## src/logic/sdram_mode_pkg.sv

```systemverilog
// Contract
// - Controller loads registers only with banks idle
// - Controller waits mode-set delay after every load
// - Each load writes every field; values persist
// - Loop reset bit starts reset, then self-clears
// - Controller waits 200 clocks after loop reset
// - Low three bits select burst of four/eight
// - Burst wraps inside block of burst length
// - Burst-type bit picks sequential or interleaved order
// - Length four: start plus i, or XOR i
// - Length eight: XOR order, or nibble-wrapped sequential
// - Test bit set writes nothing else; never used
// - Auto precharge waits write-recovery count after data
// - Controller rounds recovery time up; no reserved codes
// - Power-down bit picks fast or slow exit
// - Read latency field holds three to seven
// - First read data at command edge plus latency
// - Read held additive latency before executing
// - Extended register holds loop, drive, latency settings
// - Controller writes zeros above bit twelve
// - Calibration bits ones during init, then zeros
// - Bank bits pick register, address carries fields
// - Total latency additive plus read; write one less
`default_nettype none
package sdram_mode_pkg;
   // -----------------------------------------------------------
   // Commands on the shared command bus
   // -----------------------------------------------------------
   typedef enum logic [2:0] {
      CMD_NOP, CMD_LOAD, CMD_ACT, CMD_READ, CMD_WRITE, CMD_WRITE_AP,
      CMD_PRE_ALL
   } cmd_t;

   // -----------------------------------------------------------
   // Register selection and field layout
   // -----------------------------------------------------------
   localparam logic [1:0] SEL_MODE     = 2'h0;   // Bank bits select
   localparam logic [1:0] SEL_EXT      = 2'h1;
   localparam int         REG_W        = 17;
   localparam int         ADDR_W       = 13;
   localparam int         BL_LSB       = 0;      // Three bits
   localparam int         BT_BIT       = 3;
   localparam int         LAT_LSB      = 4;      // Three bits
   localparam int         TM_BIT       = 7;
   localparam int         LOOP_RST_BIT = 8;
   localparam int         WR_LSB       = 9;      // Three bits
   localparam int         PD_BIT       = 12;
   localparam int         AL_LSB       = 3;      // Extended, three bits
   localparam int         CAL_LSB      = 7;      // Extended, three bits
   localparam logic [2:0] BL4_CODE     = 3'h2;
   localparam logic [2:0] BL8_CODE     = 3'h3;
   localparam logic [2:0] CAL_DEFAULT  = 3'h7;
   localparam logic [16:0] REG_RESET   = 17'h00000;

   // -----------------------------------------------------------
   // Timing
   // -----------------------------------------------------------
   localparam int CLK_PERIOD_NS    = 10;
   localparam int MODE_SET_DELAY   = 2;    // In clocks
   localparam int LOOP_LOCK_CYCLES = 200;
   localparam int WR_TIME_NS       = 15;
   localparam int WR_CYCLES        =
      (WR_TIME_NS + CLK_PERIOD_NS - 1) / CLK_PERIOD_NS;

   // Read latency code to clocks; reserved codes run as seven
   function automatic logic [3:0] lat_of(input logic [2:0] code);
      lat_of = (code >= 3'h3) ? {1'b0, code} : 4'h7;
   endfunction : lat_of

   // Beat offset within a burst block
   function automatic logic [2:0] burst_offset(
      input logic [2:0] start,
      input logic [2:0] beat,
      input logic       len8,
      input logic       inter
   );
      logic [1:0] low;
      low = start[1:0] + beat[1:0];
      if (inter)
         burst_offset = len8 ? (start ^ beat)
                             : {1'b0, start[1:0] ^ beat[1:0]};
      else
         burst_offset = len8 ? {start[2] ^ beat[2], low}
                             : {1'b0, low};
   endfunction : burst_offset
endpackage : sdram_mode_pkg
`default_nettype wire

```

## src/logic/sdram_cmd_if.sv

```systemverilog
`default_nettype none
interface sdram_cmd_if;
   // Command, bank and address lines driven by the controller
   sdram_mode_pkg::cmd_t cmd;
   logic [2:0]           ba;
   logic [12:0]          addr;

   modport ctrl (output cmd, output ba, output addr);
   modport dev  (input cmd, input ba, input addr);
endinterface : sdram_cmd_if
`default_nettype wire

```

## src/logic/sdram_mode_dev.sv

```systemverilog
`default_nettype none
module sdram_mode_dev (
   // Clock and reset
   input  wire logic        sys_clk,
   input  wire logic        rst_n,
   // Command bus
   sdram_cmd_if.dev         bus,
   // Stored registers
   output logic [16:0]      mode_config_register,
   output logic [16:0]      extended_mode_config_register,
   // Status
   output logic             test_mode,
   output logic             loop_locked,
   output logic             slow_exit_sel,
   output logic [3:0]       total_read_latency,
   // Burst beats
   output logic             read_beat,
   output logic             write_beat,
   output logic [12:0]      beat_col,
   output logic             precharge_done
);
   // -----------------------------------------------------------
   // Decoded fields
   // -----------------------------------------------------------
   typedef enum logic [1:0] {DEV_IDLE, DEV_WAIT, DEV_BEATS, DEV_RECOVER}
      dev_state_t;
   dev_state_t  state;                // Burst sequencer
   logic [7:0]  lock_cnt;             // Loop lock countdown
   logic [3:0]  cnt;                  // Latency or recovery count
   logic [2:0]  beat;                 // Beat index in burst
   logic [12:0] col_base;             // Start column of burst
   logic        is_write;             // Burst direction
   logic        auto_pre;             // Write with auto precharge
   logic        len8;
   logic        inter;
   logic [3:0]  rl;
   logic [3:0]  wr;
   logic        load_mode;
   logic        load_ext;

   // Burst length code other than eight runs as four
   assign len8  = mode_config_register[sdram_mode_pkg::BL_LSB +: 3]
                  == sdram_mode_pkg::BL8_CODE;
   assign inter = mode_config_register[sdram_mode_pkg::BT_BIT];
   // Total latency is additive plus read latency
   assign rl = 4'(extended_mode_config_register[sdram_mode_pkg::AL_LSB +: 3])
             + sdram_mode_pkg::lat_of(
                  mode_config_register[sdram_mode_pkg::LAT_LSB +: 3]);
   assign wr = 4'(mode_config_register[sdram_mode_pkg::WR_LSB +: 3]) + 4'h1;
   // Bank bits pick the register being loaded
   assign load_mode = bus.cmd == sdram_mode_pkg::CMD_LOAD
                    && bus.ba[1:0] == sdram_mode_pkg::SEL_MODE;
   assign load_ext  = bus.cmd == sdram_mode_pkg::CMD_LOAD
                    && bus.ba[1:0] == sdram_mode_pkg::SEL_EXT;

   // -----------------------------------------------------------
   // Mode register load, test mode and loop reset self-clear
   // -----------------------------------------------------------
   always_ff @(posedge sys_clk)
   begin
      if (!rst_n)
      begin
         mode_config_register <= sdram_mode_pkg::REG_RESET;
         test_mode            <= 1'b0;
      end
      else if (load_mode)
      begin
         // Test bit set: enter test mode, leave other fields alone
         test_mode <= bus.addr[sdram_mode_pkg::TM_BIT];
         if (!bus.addr[sdram_mode_pkg::TM_BIT])
            // A load writes every field at once
            mode_config_register <= {bus.ba[2], 3'h0, bus.addr};
      end
      else if (mode_config_register[sdram_mode_pkg::LOOP_RST_BIT])
         // Loop reset issued; the bit drops back to zero
         mode_config_register[sdram_mode_pkg::LOOP_RST_BIT] <= 1'b0;
   end

   // -----------------------------------------------------------
   // Extended register load
   // -----------------------------------------------------------
   always_ff @(posedge sys_clk)
   begin
      if (!rst_n)
         extended_mode_config_register <= sdram_mode_pkg::REG_RESET;
      else if (load_ext)
         extended_mode_config_register <= {bus.ba[2], 3'h0, bus.addr};
   end

   // -----------------------------------------------------------
   // Loop lock timer; a fresh reset restarts it
   // -----------------------------------------------------------
   always_ff @(posedge sys_clk)
   begin
      if (!rst_n)
      begin
         lock_cnt    <= 8'h00;
         loop_locked <= 1'b0;
      end
      else if (mode_config_register[sdram_mode_pkg::LOOP_RST_BIT])
      begin
         lock_cnt    <= 8'(sdram_mode_pkg::LOOP_LOCK_CYCLES - 1);
         loop_locked <= 1'b0;
      end
      else if (lock_cnt != 8'h00)
         lock_cnt <= lock_cnt - 8'h01;
      else
         loop_locked <= 1'b1;
   end

   // -----------------------------------------------------------
   // Status outputs
   // -----------------------------------------------------------
   always_ff @(posedge sys_clk)
   begin
      if (!rst_n)
      begin
         slow_exit_sel      <= 1'b0;
         total_read_latency <= 4'h0;
      end
      else
      begin
         // Applies to active power-down only
         slow_exit_sel      <= mode_config_register[sdram_mode_pkg::PD_BIT];
         total_read_latency <= rl;
      end
   end

   // -----------------------------------------------------------
   // Burst sequencer. One burst at a time; commands arriving
   // while busy are dropped, as the controller never sends them.
   // -----------------------------------------------------------
   always_ff @(posedge sys_clk)
   begin
      if (!rst_n)
      begin
         state          <= DEV_IDLE;
         cnt            <= 4'h0;
         beat           <= 3'h0;
         col_base       <= 13'h0000;
         is_write       <= 1'b0;
         auto_pre       <= 1'b0;
         read_beat      <= 1'b0;
         write_beat     <= 1'b0;
         beat_col       <= 13'h0000;
         precharge_done <= 1'b0;
      end
      else
      begin
         read_beat      <= 1'b0;
         write_beat     <= 1'b0;
         precharge_done <= 1'b0;
         case (state)
            DEV_IDLE:
            begin
               if (bus.cmd == sdram_mode_pkg::CMD_READ)
               begin
                  // Held additive latency, then read latency
                  cnt      <= rl - 4'h1;
                  is_write <= 1'b0;
                  auto_pre <= 1'b0;
                  col_base <= bus.addr;
                  state    <= DEV_WAIT;
               end
               else if (bus.cmd == sdram_mode_pkg::CMD_WRITE
                        || bus.cmd == sdram_mode_pkg::CMD_WRITE_AP)
               begin
                  // Write latency is one below total read latency
                  cnt      <= rl - 4'h2;
                  is_write <= 1'b1;
                  auto_pre <= bus.cmd == sdram_mode_pkg::CMD_WRITE_AP;
                  col_base <= bus.addr;
                  state    <= DEV_WAIT;
               end
            end
            DEV_WAIT, DEV_BEATS:
            begin
               if (state == DEV_WAIT && cnt != 4'h0)
                  cnt <= cnt - 4'h1;
               else
               begin
                  // Block chosen by upper bits, wraps inside
                  beat_col <= {col_base[12:3],
                     len8 ? 1'b0 : col_base[2], 2'h0}
                     | 13'(sdram_mode_pkg::burst_offset(
                          {len8 & col_base[2], col_base[1:0]}, beat,
                          len8, inter));
                  read_beat  <= !is_write;
                  write_beat <= is_write;
                  beat       <= beat + 3'h1;
                  state      <= DEV_BEATS;
                  if (beat == (len8 ? 3'h7 : 3'h3))
                  begin
                     beat  <= 3'h0;
                     // Precharge waits recovery count after data
                     cnt   <= wr - 4'h1;
                     state <= auto_pre ? DEV_RECOVER : DEV_IDLE;
                  end
               end
            end
            DEV_RECOVER:
            begin
               if (cnt != 4'h0)
                  cnt <= cnt - 4'h1;
               else
               begin
                  precharge_done <= 1'b1;
                  state          <= DEV_IDLE;
               end
            end
            default:
               state <= DEV_IDLE;
         endcase
      end
   end
endmodule : sdram_mode_dev
`default_nettype wire

```

## src/flat_wrapper.sv

```systemverilog
// flat-port wrapper written by rule: the top's interface ports become plain ports
module sdram_mode_dev_flat 
  (sys_clk, rst_n, mode_config_register, extended_mode_config_register, test_mode, loop_locked, slow_exit_sel, total_read_latency, read_beat, write_beat, beat_col, precharge_done, bus_cmd, bus_ba, bus_addr);
  sdram_cmd_if bus_i ();
  input  wire logic sys_clk;
  input  wire logic rst_n;
  output logic [16:0] mode_config_register;
  output logic [16:0] extended_mode_config_register;
  output logic test_mode;
  output logic loop_locked;
  output logic slow_exit_sel;
  output logic [3:0] total_read_latency;
  output logic read_beat;
  output logic write_beat;
  output logic [12:0] beat_col;
  output logic precharge_done;
  input wire logic [$bits(bus_i.cmd)-1:0] bus_cmd;
  input wire logic [$bits(bus_i.ba)-1:0] bus_ba;
  input wire logic [$bits(bus_i.addr)-1:0] bus_addr;
  assign bus_i.cmd = bus_cmd;
  assign bus_i.ba = bus_ba;
  assign bus_i.addr = bus_addr;
  sdram_mode_dev u_core (.sys_clk(sys_clk), .rst_n(rst_n), .bus(bus_i), .mode_config_register(mode_config_register), .extended_mode_config_register(extended_mode_config_register), .test_mode(test_mode), .loop_locked(loop_locked), .slow_exit_sel(slow_exit_sel), .total_read_latency(total_read_latency), .read_beat(read_beat), .write_beat(write_beat), .beat_col(beat_col), .precharge_done(precharge_done));
endmodule
```

## config.mk

```make
export PLATFORM = sky130hd
export DESIGN_NAME = sdram_mode_dev_flat
export DESIGN_NICKNAME = d
export VERILOG_FILES = /design/src/logic/sdram_mode_pkg.sv /design/src/logic/sdram_cmd_if.sv /design/src/logic/sdram_mode_dev.sv /design/src/flat_wrapper.sv
export SDC_FILE = /design/constraint.sdc
export NUM_CORES = 1
export LEC_CHECK = 0
export BUFFER_PORTS_ARGS = -buffer_cell sky130_fd_sc_hd__buf_2
export CAP_MARGIN = 20
export CORE_ASPECT_RATIO = 1.2
export CORE_MARGIN = 10
export CORE_UTILIZATION = 50
export DETAILED_ROUTE_END_ITERATION = 16
export PLACE_DENSITY = 0.74
export REMOVE_ABC_BUFFERS = 1
export SYNTH_ARGS = -nofsm -noshare
export SYNTH_HDL_FRONTEND = slang
export SYNTH_SLANG_ARGS = --single-unit
```

## constraint.sdc

```tcl
create_clock -name sys_clk -period 5.3 [get_ports sys_clk]
set_input_delay 0.53 -clock sys_clk [delete_from_list [all_inputs] [get_ports sys_clk]]
set_output_delay 0.53 -clock sys_clk [all_outputs]
set_load 0.03 [all_outputs]
```

* Yosys cells after proc, flatten, opt, wreduce, memory -nomap -nowiden *
Index checks and enable logic that the tools add are counted.

word-level totals
  bits in registers = 82
  bits of input ports = 21
  output and inout port bits = 57

operators by class
  add/sub/neg operators = 9
  magnitude comparators = 1
  equal/unequal tests = 15
  multiplexer cells = 32
  bitwise gates (word level) = 9
  reductions and logical operators = 21

operator list
  operator               count
  $mux W3                9
  $mux W13               2
  $mux W4                5
  $mux W8                2
  $or A13 B3 Y13         1
  $mux W2                6
  $pmux W4 S3            1
  $sub A4 B1 Y4 const B  3
  $reduce_and A2 Y1      5
  $reduce_bool A8 Y1     1
  $sub A8 B1 Y8 const B  1
  $eq A3 B2 Y1 const B   2
  $eq A3 B3 Y1 const B   2
  $mux W1                6
  $ne A3 B1 Y1 const B   2
  $pmux W2 S3            1
  $reduce_and A3 Y1      2
  $add A3 B1 Y4 const B  1
  $add A3 B4 Y4          1
  $eq A2 B1 Y1 const B   2
  $eq A2 B2 Y1 const B   2
  $logic_not A2 Y1       2
  $ne A2 B2 Y1 const B   2
  $not A1 Y1             4
  18 further kinds       22

* Depth between registers and ports, before layout *
  depth after elaboration = 9
  mapped depth = 10
  gate-level depth less buffers = 10

* Worst setup path after synthesis *
Ideal clock, no wire load.

  path kind = register to register
  from = register u_core.mode_config_register[6]
  to = register u_core.cnt[3]
  library setup time = 0.070 ns
  arrival time = 2.252 ns
  slack = 2.978 ns
  cell stages (with the launch flop) = 11
  cell sequence = dfxtp_1 > nand2b_1 > ha_1 > fa_1 > xnor2_1 > ha_1 > nand2_1 > o21ai_0 > xor2_1 > a21oi_1 > a21oi_1

on the way
  word-level cells in the longest chain between the ends = 7
  elaborated cells on any way between the ends = 8
  those cells by class = add/sub: 3; order compare: 1; mux: 4

RTL lines
  what                    line                   text
  start, declared         sdram_mode_dev.sv:9    output logic [16:0] mode_config_register,
  start signal, assigned  sdram_mode_dev.sv:63   mode_config_register <= sdram_mode_pkg::REG_RESET;
  start signal, assigned  sdram_mode_dev.sv:72   mode_config_register <= {bus.ba[2], 3'h0, bus.addr};
  $ge A3 B2 Y1            sdram_mode_pkg.sv:67   lat_of = (code >= 3'h3) ? {1'b0, code} : 4'h7;
  $mux W3 *               sdram_mode_pkg.sv:67
  $add A3 B4 Y4 *         sdram_mode_dev.sv:47   + sdram_mode_pkg::lat_of(
  $sub A4 B2 Y4           sdram_mode_dev.sv:169  cnt <= rl - 4'h2;
  $mux W4                 sdram_mode_dev.sv:165  else if (bus.cmd == sdram_mode_pkg::CMD_WRITE
  $mux W4 *               sdram_mode_dev.sv:156  if (bus.cmd == sdram_mode_pkg::CMD_READ)
  $pmux W4 S3 *           sdram_mode_dev.sv:153  case (state)
  end signal, assigned    sdram_mode_dev.sv:159  cnt <= rl - 4'h1;
  end signal, assigned    sdram_mode_dev.sv:169
  end signal, assigned    sdram_mode_dev.sv:179  cnt <= cnt - 4'h1;
  end, declared           sdram_mode_dev.sv:29   logic [3:0] cnt;

Every way passes the cells marked *; elsewhere a longest branch is shown, timed or not. The select of a mux whose other input is x is not followed.
A chain may end at the register's enable or synchronous reset.

* Worst setup path after layout *
  from = input port bus_cmd[2]
  to = register u_core.mode_config_register[4]

on the way
  word-level cells in the longest chain between the ends = 3

RTL lines
  what                                line                  text
  start, declared                     flat_wrapper.sv:17    input wire logic [$bits(bus_i.cmd)-1:0] bus_cmd;
  $eq A3 B1 Y1                        sdram_mode_dev.sv:51  assign load_mode = bus.cmd == sdram_mode_pkg::CMD_LOAD
  $logic_and A1 B1 Y1                 sdram_mode_dev.sv:52  && bus.ba[1:0] == sdram_mode_pkg::SEL_MODE;
  $reduce_and A2 Y1 (no source line)  --

Every way passes these cells.

==> reports/metrics.cfg <==
[setup_path]
crit_slowest_cell = nor4b_4
cp.arrival_ns = 2.69
worst-path-buf-inv = 1
slowest_delay_ns = 0.83
r2r_end = u_core.cnt[3]$_SDFFE_PN0P_
r2r_slack_ns = 2.87
rr_startpoint = u_core.mode_config_register[4]$_SDFFE_PN0P_
crit_path_start_kind = input pin
critical_path_peak_fanout = 16
cp-end-kind = flip-flop
path_class = input pin to flip-flop
critPathMostFrequentCell = and2b_1
cp_top_family = simple AND/OR/NAND/NOR gates
reg2reg_depth = 10
cp_cell_sequence = buf_2 -> nor4b_4 -> and2b_1 -> and2b_1 -> mux2i_1 -> nor2_1
critPathRequiredTime_ns = 5.53

[final_layout]
layout-drive-gt1-share = 0.2134
final_util = 0.6035
syn_to_final_growth_pct = 16.46
finish.instance_area_um2 = 4187
antenna_cells = 0
nNetsFinal = 496

[route]
drt-initial-drc-count = 110
routed_wl_mm = 8.686
avgRoutedWirePerCell_um = 15.76
drc_errors = 0
vias_per_cell = 5.303
dr.pass1.iters = 4
vias = 2922
ant_nets = 0

[sta]
finalSetupTns_ns = 0
final_max_slew_viol_count = 0
setup_viol = 0
rsz0062_at_grt = no
relSlewSlack = 0.3822
period_needed_ns = 2.452
skew_ns = 0.01101
fmax_ghz = 0.4078
worst_pin_slew_ns = 0.9229
hold_viol = 0
fin_crit_sh = 0.4627

[yosys]
seq_area_frac_synth = 0.4567
syn_avg_cell_area_um2 = 9.101
muxShareOfSynthArea = 0.08458
synthFlopType = dfxtp_1
synth_edf_count = 0
synth.distinct_cells = 49
synth_compound_gate_area_share = 0.1107
synth_simple_gate_area_share = 0.2109
synthCells = 395
synthArstFlopShare = 0
yosys.area_share.xor_xnor = 0.03167
synthAdderAreaFrac = 0.05430
synth_seq_cells = 82
yosysWarnings = 0
syn_area_um2 = 3595
synth_top_family_by_area = simple AND/OR/NAND/NOR gates

[min_path]
holdCritPathClass = input pin to flip-flop
min_path_cells = 3
min_from = bus_ba[2]
min_to = u_core.mode_config_register[16]$_SDFFE_PN0P_

[floorplan]
start_util = 0.5182
dieArea_um2 = 10990
ios = 78
num_rows = 33
core_um2 = 6937
fp.dieH_um = 112.9
die_w_um = 97.40

[clock_network]
cts.clk_slew.worst_paths_ns = 0.08
h-tree-depth = 3
cts_hold_buffers = 0
clockBufferDepth = 2
cts.repair.resized = 0
clock_latency_ns = 0.35
cts_tree = yes
numClockSinks = 82
post_cts_buffers = 0
cts_made_buffers = 9
cts.root.buffer_cell = clkbuf_8

[power]
combPwrFrac = 0.318
ir_drop_uv = 224.3
pwr-share-clk = 0.271
p_per_area_nw_per_um2 = 436.7
p_sw_uw = 628.7
leakagePower_nw = 1.872
p_int_mw = 1.199
p_seq_frac = 0.412
switching_share = 0.3439

[place]
place_hpwl_mm = 6.199
gp_congestion = 0.7911
io_buffer_count = 70
placed_area_um2 = 3934

[outcome]
status = complete, no violations

[grt]
groute.usage.overall = 0.1559
grt_pass1_vias = 2955
grt_max_degree = 68
grt_antenna_before_repair = 0
grt_pass1_wl_mm = 14.29
overflow = 0

[run]
maxCapViolCount = 0

-- sequential cells by signal, indices dropped and copies added (netlist names) --
register	count
u_core.extended_mode_config_register	14
u_core.beat_col	13
u_core.col_base	13
u_core.mode_config_register	13
u_core.lock_cnt	8
u_core.cnt	4
u_core.total_read_latency	4
u_core.beat	3
u_core.state	2
u_core.auto_pre	1
u_core.is_write	1
u_core.loop_locked	1
u_core.precharge_done	1
u_core.read_beat	1
u_core.slow_exit_sel	1
u_core.test_mode	1
u_core.write_beat	1
-- kinds of logic (layout without fill, tap and decap cells) --
group,Yosys count,after routing
AOI/OAI and AO/OA,65,65
xor gates and xnor gates,13,13
adders and majority gates,15,15
buffers and inverters,34,97
DFF,82,82
muxes,30,30
other,1,7
and+or+nand+nor,155,155
-- per-layer routing --
layer	global-route usage	vias to the layer above	share of wire
met5	0	-	0
met4	0.06893	0	0.017
met2	0.2634	80	0.50
met1	0.1793	1378	0.42
li1	-	1451	-
met3	0.04443	13	0.065
-- through the flow --
step	power (mW)	instances	setup slack [ns]	hold WS (ns)
after detailed placement	1.329	534	2.449	0.4470
final	1.828	551	2.848	0.4364
after floorplan	1.185	377	2.977	0.4316
after global routing	1.936	551	2.604	0.4543
after CTS	1.825	549	2.715	0.4347
after global placement	1.307	534	2.555	0.4377
-- power groups by stage --
stage | registers (mW) | logic [mW] | clock network (mW)
6_report | 0.753 | 0.581 | 0.495
3_3_place_gp | 0.764 | 0.543 | 0
4_1_cts | 0.754 | 0.567 | 0.505
3_5_place_dp | 0.767 | 0.562 | 0
5_1_grt | 0.765 | 0.640 | 0.531
2_1_floorplan | 0.801 | 0.383 | 0
-- worst reg2reg max path: cells and delay by family, from the launching register on --
| family | cells | cell delay, ns |
|---|---|---|
| DFF | 1 | 0.35 |
| adders and majority gates | 3 | 0.84 |
| AOI/OAI and AO/OA | 3 | 0.41 |
| xor gates and xnor gates | 2 | 0.54 |
| and+or+nand+nor | 2 | 0.22 |
-- cell type report --
class / count / area, um2
Timing Repair Buffer: 72 / 385.4
Sequential cell: 82 / 1642
Clock inverter: 4 / 76.32
Clock buffer: 11 / 141.4
Tap cell: 87 / 108.9
Inverter: 10 / 37.54
Multi-Input combinational cell: 285 / 1795
Fill cell: 631 / 2750
-- synthesized netlist by cell type (3+ instances only) --
master      n  area, um2
clkbuf_1   12      45.04
nand2_1    61      229.0
nor3_1      6      30.03
o31a_1      3      26.28
mux2_2      3      33.78
ha_1       14      175.2
inv_1      10      37.54
nand3b_1    3      22.52
mux2i_1    27      270.3
and3_1      3      18.77
o2bb2ai_1   3      26.28
xor2_1      4      35.03
o21ai_0     7      35.03
nand2b_1    5      31.28
dfxtp_1    82       1642
a21oi_1    38      190.2
nor2_1     44      165.2
nand3_1    15      75.07
o22ai_1     5      31.28
buf_4       9      67.56
xnor2_1     9      78.83
-- how the worst max path moves through the flow --
stage	end	startpoint	cells after the start	slack, ns
3_3_place_gp	u_core.mode_config_register[1]$_SDFFE_PN0P_	bus_cmd[2]	6	2.56
2_1_floorplan	u_core.cnt[3]$_SDFFE_PN0P_	u_core.mode_config_register[6]$_SDFFE_PN0P_	10	2.98
5_1_grt	u_core.cnt[3]$_SDFFE_PN0P_	u_core.mode_config_register[6]$_SDFFE_PN0P_	10	2.60
4_1_cts	u_core.cnt[3]$_SDFFE_PN0P_	u_core.cnt[0]$_SDFFE_PN0P_	7	2.71
6_report	u_core.mode_config_register[4]$_SDFFE_PN0P_	bus_cmd[2]	6	2.85
3_5_place_dp	u_core.mode_config_register[9]$_SDFFE_PN0P_	bus_cmd[2]	6	2.45
-- cell usage in the layout, fill, tap and decap left out, types with 4 or more instances in the layout --
cell type and count:
dfxtp_1 82, buf_2 70, nand2_1 61, nor2_1 44, a21oi_1 38, mux2i_1 27, nand3_1 15, ha_1 14
clkbuf_8 10, inv_1 9, xnor2_1 9, o21ai_0 7, conb_1 7, nor3_1 6, nand2b_1 5, o22ai_1 5
xor2_1 4
No activity file was read; power rests on OpenSTA's default activity.
